$ cat config.mk
export PLATFORM = sky130hd
export DESIGN_NAME = dnc_ctrl
export DESIGN_NICKNAME = d
export VERILOG_FILES = /design/src/dnc_pkg.sv /design/src/dnc_ctrl.sv /design/src/dnc_edge_det.sv
export VERILOG_INCLUDE_DIRS = /design/src
export SDC_FILE = /design/constraint.sdc
export NUM_CORES = 1
export LEC_CHECK = 0
export BUFFER_PORTS_ARGS = -buffer_cell sky130_fd_sc_hd__clkbuf_2
export CAP_MARGIN = 10
export CORE_MARGIN = 2
export CORE_UTILIZATION = 40
export DETAILED_ROUTE_END_ITERATION = 16
export HOLD_SLACK_MARGIN = 0.08
export PLACE_DENSITY = 0.71
export REMOVE_ABC_BUFFERS = 1
export SLEW_MARGIN = 20
export SYNTH_ARGS = -nofsm -noshare
export SYNTH_HDL_FRONTEND = slang
export SYNTH_SLANG_ARGS = --single-unit
$ cat constraint.sdc
create_clock -name core_clk -period 1.1 [get_ports core_clk]
set_input_delay 0.22 -clock core_clk [delete_from_list [all_inputs] [get_ports core_clk]]
set_output_delay 0.22 -clock core_clk [all_outputs]
set_load 0.02 [all_outputs]
$ cat src/dnc_consts.svh
// Purpose: Constants for the channel binding and oscillator sync control block
// Assumes: Byte-wide register port with a 10-bit address
// Notes: Offsets are byte addresses of the register port
`ifndef DNC_CONSTS_SVH
`define DNC_CONSTS_SVH

`define DNC_ADDR_W 10
`define DNC_OFS_BIND 10'h216
`define DNC_OFS_RDIV_LO 10'h217
`define DNC_OFS_RDIV_HI 10'h218
`define DNC_OFS_SYNC 10'h219
`define DNC_RST_BIND 8'h02
`define DNC_RST_RDIV 16'h0000
`define DNC_RST_SYNC 8'h02
`define DNC_BIT_SEL_A 0
`define DNC_BIT_SEL_B 1
`define DNC_BIT_ARM 0
`define DNC_BIT_ILA 1
`define DNC_PHASE_SHIFT 16

`endif

$ cat src/dnc_pkg.sv
// Purpose: Types for the channel binding and oscillator sync control block
// Assumes: Included constants header supplies the widths
// Notes: Types only, no logic
`include "dnc_consts.svh"

package dnc_pkg;

    // Register port request from software
    typedef struct packed {
        logic [`DNC_ADDR_W-1:0] addr;
        logic [7:0] wdata;
        logic wr;
        logic rd;
    } dnc_req_type;

    // Per-channel power state seen by the data path
    typedef struct packed {
        logic chan_a_pd;
        logic chan_b_pd;
    } dnc_pd_type;

    // Arm state of the SYSREF-triggered phase init
    typedef enum logic [1:0] {
        DNC_IDLE,
        DNC_ZERO_SEEN,
        DNC_ARMED
    } dnc_arm_type;

endpackage
$ cat src/dnc_ctrl.sv
// What this block does
// Bit 1 selects source of digital channel B
// Bit 0 selects source of digital channel A
// Single-channel mode needs default binding
// Software disables link and calibration first
// Digital channel follows bound converter powerdown
// Sixteen-bit divisor shared by all presets
// Link-start sync bit inits phase at ILA
// Arm by writing 0 then 1; next edge inits
// After one init, ignore edges until rearmed
// Controller prepares devices, SYSREF quiet first
// Controller clears link sync, arms, pulses SYSREF
// Phase offset placed in upper accumulator bits
//
// Purpose: Control registers for channel routing and oscillator phase sync
// Assumes: Byte register port, read data valid the cycle after the strobe
// Notes: Unmapped reads return zero, unmapped writes are dropped
//        Reserved bits are stored and read back as written
//        Binding changes act at once, with no interlock against link or calibration
//        A 0 written to the arm bit in the cycle of the firing edge still counts
//        R3, R4, R10 and R11 are the controller's duty and have no logic here
`timescale 1ns/1ps
`include "dnc_consts.svh"

module dnc_ctrl
    import dnc_pkg::*;
(
    input wire logic core_clk,
    input wire logic rst_b,
    input wire logic [`DNC_ADDR_W-1:0] reg_addr,
    input wire logic [7:0] reg_wdata,
    input wire logic reg_wr,
    input wire logic reg_rd,
    output logic [7:0] reg_rdata,
    input wire logic conv_a_powerdown,
    input wire logic conv_b_powerdown,
    input wire logic sysref,
    input wire logic lmfc_ila_start,
    input wire logic [15:0] phase_offset,
    output logic chan_a_source_sel,
    output logic chan_b_source_sel,
    output logic chan_a_powerdown,
    output logic chan_b_powerdown,
    output logic [15:0] rational_divisor,
    output logic phase_init,
    output logic sync_armed,
    output logic [31:0] phase_offset_word
);

    // Register file, arm state and pipeline state
    dnc_req_type req;
    dnc_pd_type pd;
    dnc_arm_type arm_q;
    dnc_arm_type arm_d;
    logic [7:0] bind_q;
    logic [7:0] bind_d;
    logic [15:0] rdiv_q;
    logic [15:0] rdiv_d;
    logic [7:0] sync_q;
    logic [7:0] sync_d;
    logic [7:0] rdata_q;
    logic [7:0] rdata_d;
    logic init_q;
    logic init_d;
    logic [31:0] poff_q;
    logic [31:0] poff_d;
    logic sysref_rise;
    logic sync_wr;

    // Address decode shared by the write and read paths
    function automatic logic hit(input logic [`DNC_ADDR_W-1:0] a, input logic [`DNC_ADDR_W-1:0] ofs);
        hit = (a == ofs);
    endfunction

    assign req = '{addr: reg_addr, wdata: reg_wdata, wr: reg_wr, rd: reg_rd};
    // One strobe feeds both the sync register and the arm sequence
    assign sync_wr = req.wr && hit(req.addr, `DNC_OFS_SYNC);

    // SYSREF is taken as already synchronous; only its rising edge is used
    dnc_edge_det u_edge (
        .core_clk(core_clk),
        .rst_b(rst_b),
        .level_in(sysref),
        .rise_pulse(sysref_rise)
    );

    // Register writes; all bits are kept, reserved ones included
    always_comb begin
        bind_d = bind_q;
        rdiv_d = rdiv_q;
        sync_d = sync_q;
        if (req.wr) begin
            if (hit(req.addr, `DNC_OFS_BIND)) begin
                bind_d = req.wdata;
            end
            // Divisor bytes land one at a time; a half-written value is live meanwhile
            if (hit(req.addr, `DNC_OFS_RDIV_LO)) begin
                rdiv_d[7:0] = req.wdata;
            end
            if (hit(req.addr, `DNC_OFS_RDIV_HI)) begin
                rdiv_d[15:8] = req.wdata;
            end
            if (sync_wr) begin
                sync_d = req.wdata;
            end
        end
    end

    // Reset values give the default routing and link-start sync
    always_ff @(posedge core_clk or negedge rst_b) begin
        if (!rst_b) begin
            bind_q <= `DNC_RST_BIND;
            rdiv_q <= `DNC_RST_RDIV;
            sync_q <= `DNC_RST_SYNC;
        end else begin
            bind_q <= bind_d;
            rdiv_q <= rdiv_d;
            sync_q <= sync_d;
        end
    end

    // Arm sequence: a written 0 then a written 1, one shot per arming
    always_comb begin
        arm_d = arm_q;
        case (arm_q)
            DNC_IDLE: begin
                if (sync_wr && !req.wdata[`DNC_BIT_ARM]) begin
                    arm_d = DNC_ZERO_SEEN;
                end
            end
            DNC_ZERO_SEEN: begin
                if (sync_wr && req.wdata[`DNC_BIT_ARM]) begin
                    arm_d = DNC_ARMED;
                end
            end
            DNC_ARMED: begin
                // The edge fires and disarms; a 0 written in that cycle still counts toward rearming
                if (sysref_rise && sync_wr && !req.wdata[`DNC_BIT_ARM]) begin
                    arm_d = DNC_ZERO_SEEN;
                end else if (sysref_rise) begin
                    arm_d = DNC_IDLE;
                end else if (sync_wr && !req.wdata[`DNC_BIT_ARM]) begin
                    arm_d = DNC_ZERO_SEEN;
                end
            end
            default: begin
                arm_d = DNC_IDLE;
            end
        endcase
    end

    // Arm state register
    always_ff @(posedge core_clk or negedge rst_b) begin
        if (!rst_b) begin
            arm_q <= DNC_IDLE;
        end else begin
            arm_q <= arm_d;
        end
    end

    // Phase init pulse and offset word; the link-start source is gated by its bit
    always_comb begin
        init_d = (arm_q == DNC_ARMED) && sysref_rise;
        if (sync_q[`DNC_BIT_ILA] && lmfc_ila_start) begin
            init_d = 1'b1;
        end
        // Offset sits in the top half so it adds at full accumulator weight
        poff_d = {phase_offset, {`DNC_PHASE_SHIFT{1'b0}}};
    end

    // Registered so the init pulse is one clean cycle wide
    always_ff @(posedge core_clk or negedge rst_b) begin
        if (!rst_b) begin
            init_q <= 1'b0;
            poff_q <= 32'h0000_0000;
        end else begin
            init_q <= init_d;
            poff_q <= poff_d;
        end
    end

    // Read mux; data appear the cycle after the strobe, zero when unmapped
    always_comb begin
        rdata_d = 8'h00;
        if (req.rd) begin
            if (hit(req.addr, `DNC_OFS_BIND)) begin
                rdata_d = bind_q;
            end else if (hit(req.addr, `DNC_OFS_RDIV_LO)) begin
                rdata_d = rdiv_q[7:0];
            end else if (hit(req.addr, `DNC_OFS_RDIV_HI)) begin
                rdata_d = rdiv_q[15:8];
            end else if (hit(req.addr, `DNC_OFS_SYNC)) begin
                rdata_d = sync_q;
            end
        end
    end

    // Fixed one-cycle answer; the port never inserts wait states
    always_ff @(posedge core_clk or negedge rst_b) begin
        if (!rst_b) begin
            rdata_q <= 8'h00;
        end else begin
            rdata_q <= rdata_d;
        end
    end

    // A digital channel is down when the converter it is bound to is down
    // Kept combinational so a converter powerdown reaches its channel with no lag
    always_comb begin
        pd.chan_a_pd = bind_q[`DNC_BIT_SEL_A] ? conv_b_powerdown : conv_a_powerdown;
        pd.chan_b_pd = bind_q[`DNC_BIT_SEL_B] ? conv_b_powerdown : conv_a_powerdown;
    end

    // Data outputs come straight from registers; powerdown and the sync_armed state decode are combinational
    // Binding is used live; software must quiesce link and calibration first
    assign chan_a_source_sel = bind_q[`DNC_BIT_SEL_A];
    assign chan_b_source_sel = bind_q[`DNC_BIT_SEL_B];
    assign chan_a_powerdown = pd.chan_a_pd;
    assign chan_b_powerdown = pd.chan_b_pd;
    assign rational_divisor = rdiv_q;
    assign phase_init = init_q;
    assign sync_armed = (arm_q == DNC_ARMED);
    assign phase_offset_word = poff_q;
    assign reg_rdata = rdata_q;

endmodule

$ cat src/dnc_edge_det.sv
// Purpose: Rising edge detector for the SYSREF level
// Assumes: Input already synchronous to core_clk
// Notes: One-cycle pulse on each 0 to 1 transition
`timescale 1ns/1ps

module dnc_edge_det
    import dnc_pkg::*;
(
    input wire logic core_clk,
    input wire logic rst_b,
    input wire logic level_in,
    output logic rise_pulse
);

    logic prev_q;
    logic prev_d;

    // Next value of the delayed level
    always_comb begin
        prev_d = level_in;
    end

    // Delay by one cycle to find the edge
    always_ff @(posedge core_clk or negedge rst_b) begin
        if (!rst_b) begin
            prev_q <= 1'b0;
        end else begin
            prev_q <= prev_d;
        end
    end

    // Prev resets to the idle low level; a level already high at release gives one pulse,
    // which is harmless because the arm state always leaves reset idle
    assign rise_pulse = level_in & ~prev_q;

endmodule

==> impl_metrics.csv <==
group,metric,value,unit
status,status,"finished with violations",
status,violations,"negative setup slack",
synthesis,ys_seq_area_share,58.24,%
critical_path,arrival,2300,ps
clock_network,clock_latency,330,ps
die,rows,29,
clock_network,cts_buffers,9,
drt,drtIter0Drc,69,
clock_network,cts_tree,"done",
sta,rsz0062_at_grt,"true",
drt,viasPerCell,4.749,
die,fp.dieW,84.35,µm
placed_design,port_buffers,87,
drt,wl_per_cell,15.64,µm
placed_design,pre_cts_ws,-1375,ps
pwr,powerDensity,1148,mW/mm²
finish,fin_nets,378,
critical_path,path_cells,"clkbuf_2 -> or4b_4 -> or4_4 -> or4b_4 -> buf_6 -> mux2_4",
pwr,ir_drop,665.0,µV
synthesis,ys_ff_latch,60,
die,coreArea,0.006314,mm²
pwr,power,4618,µW
worst_hold_path,hold_path.class,"input port to register",
sta,setup_viol,56,
sta,fmax,479.3,MHz
critical_path,cp.buffers_inverters,2,
synthesis,synth_cell_types,25,
placed_design,place.gp.congestion,0.8658,
clock_network,path_clk_slew,70,ps
sta,finalSetupTns,-37820,ps
critical_path,critPathKind,"input port to register",
synthesis,ys_warn_count,0,
global_route,grt_pass1_wl,10350,µm
finish,syn2layout_area_growth,55.77,%
die,start_util,40.90,%
drt,first_pass_iters,4,
global_route,grt_start_max_net_pins,61,
critical_path,cp_top_family,"simple AND/OR/NAND/NOR gates",
die,die_height,84.35,µm
synthesis,ys_async_sr_fraction,100.0,%
drt,vias,1985,
critical_path,critPathMaxStageDelay,530,ps
critical_path,slowest_stage,"or4b_4",
global_route,antenna_found_initial,0,
sta,skew,4.893,ps
global_route,grt_pass1_vias,2077,
global_route,grt_usage,18.75,%
finish,finish.utilization,63.71,%
synthesis,syn_area,0.002582,mm²
synthesis,yosysTopAreaCell,"dfrtp_1",
finish,insertedDiodeCount,0,
synthesis,synth.most_common_cell,"dfrtp_1",
synthesis,yosysTopAreaCellShare,56.20,%
critical_path,worstPathMaxFanout,5,
sta,worst_slack,-986.5,ps
synthesis,synth_edf_count,0,
critical_path,crit_top_cell,"or4b_4",
synthesis,synthFlopType,"dfrtp_1",
sta,hold_viol_final,0,
global_route,overflow,0,
synthesis,synthTopCellsByCount,"dfrtp_1, mux2_2, buf_4",
sta,min_period,2086,ps
sta,finalCritPeriodShare,189.7,%
critical_path,startpoint_type,"input port",
critical_path,required,1320,ps
finish,drive_gt1_share,59.53,%
drt,drc,0,
drt,wl,6536,µm
sta,slew_violations,0,
synthesis,synth.avg_cell_area,14.04,µm²
die,die_area,0.007115,mm²
placed_design,hpwl,4237,µm
synthesis,synth_cells,184,
pwr,power.leakage,0.002155,µW
clock_network,clock-sinks,60,
run,maxCapViolCount,0,
clock_network,h-tree-depth,3,
clock_network,cts_root_buf,"clkbuf_8",
critical_path,crit_path_end_kind,"register",
drt,ant_nets,0,
clock_network,clockBufferDepth,2,
synthesis,ys_top_cells_by_area,"dfrtp_1, mux2_2, buf_4",
die,ios,104,
[cell usage in the layout (no fill, tap or decap)]
| cell | count |
|---|---|
| a21boi_0 | 1 |
| a21oi_2 | 1 |
| a32o_1 | 1 |
| buf_12 | 1 |
| buf_4 | 38 |
| buf_6 | 12 |
| buf_8 | 7 |
| clkbuf_1 | 3 |
| clkbuf_2 | 64 |
| clkbuf_8 | 24 |
| clkinv_2 | 1 |
| conb_1 | 16 |
| dfrtp_1 | 58 |
| dfstp_2 | 2 |
| dlygate4sd3_1 | 18 |
| inv_1 | 4 |
| mux2_2 | 32 |
| mux2_4 | 10 |
| nand2_1 | 11 |
| nand2b_1 | 1 |
| nor2b_1 | 8 |
| nor2b_4 | 1 |
| nor3_4 | 1 |
| nor4b_4 | 1 |
| o211a_1 | 8 |
| o32ai_1 | 8 |
| o41ai_2 | 3 |
| or3_1 | 1 |
| or3_4 | 2 |
| or4_4 | 1 |
| or4b_4 | 2 |
[registers in the layout, indices dropped and copies added (netlist names)]
name and count:
arm_q 2, bind_q 8, phase_init 1, phase_offset_word 16
rational_divisor 16, reg_rdata 8, sync_q 8, u_edge.prev_q 1
[metal layers]
metal  vias to the layer above  wire [µm]  global-route usage, %
met5                         -          0                      0
met2                        63       3342                  30.74
met1                       984       2782                  24.24
met4                         0         54                  6.782
li1                        932          -                      -
met3                         6        355                  4.720
[per-stage QoR]
step / cells / hold WS, ps / area, µm²
after floorplan: 173 / -75.59 / 2471
after global placement: 369 / 254.3 / 3256
after detailed placement: 369 / 256.0 / 3256
after CTS: 417 / 91.11 / 3974
after global routing: 418 / 95.41 / 4023
final: 418 / 105.0 / 4023
[report_power, final]
part | switching [µW] | internal [µW]
Sequential | 21.2 | 2260
Clock | 811 | 1000
Combinational | 287 | 238
Total | 1120 | 3500
[cells by family after synthesis]
logic type | synth area share (%)
muxes | 19.48
AOI/OAI and AO/OA | 7.704
DFF | 58.24
and+or+nand+nor | 7.365
buffers and inverters | 7.073
other | 0.1452
[worst paths after layout]
path	depth (start not counted)	from	endpoint	slack (ps)
worst max-delay path	6	reg_addr[5]	rational_divisor[13]	-990
worst min-delay path	2	lmfc_ila_start	phase_init	100
worst max register to register	5	arm_q[0]	arm_q[1]	-130
worst min register to register	1	sync_q[5]	sync_q[5]	510
max in group asynchronous	3	rst_b	bind_q[1]	370
min in group asynchronous	3	rst_b	phase_offset_word[27]	430
[final cells by class]
type	count	area, µm²
repair buffers	152	1211
fillers	488	2291
flip-flops and latches	60	1504
multi-input cells	109	1015
clock inverters	1	5.005
well taps	77	96.34
clock buffers	15	176.4
inverters	4	15.01
[what timing repair did]
action	4_1_cts	5_1_grt
gates resized for setup	58	21
buffers inserted	16	2
setup endpoints to repair	63	65
hold endpoints to repair	75	0
hold buffers	18	0
pin swaps	0	0
Note: power is estimated with default switching activity, not from simulation.
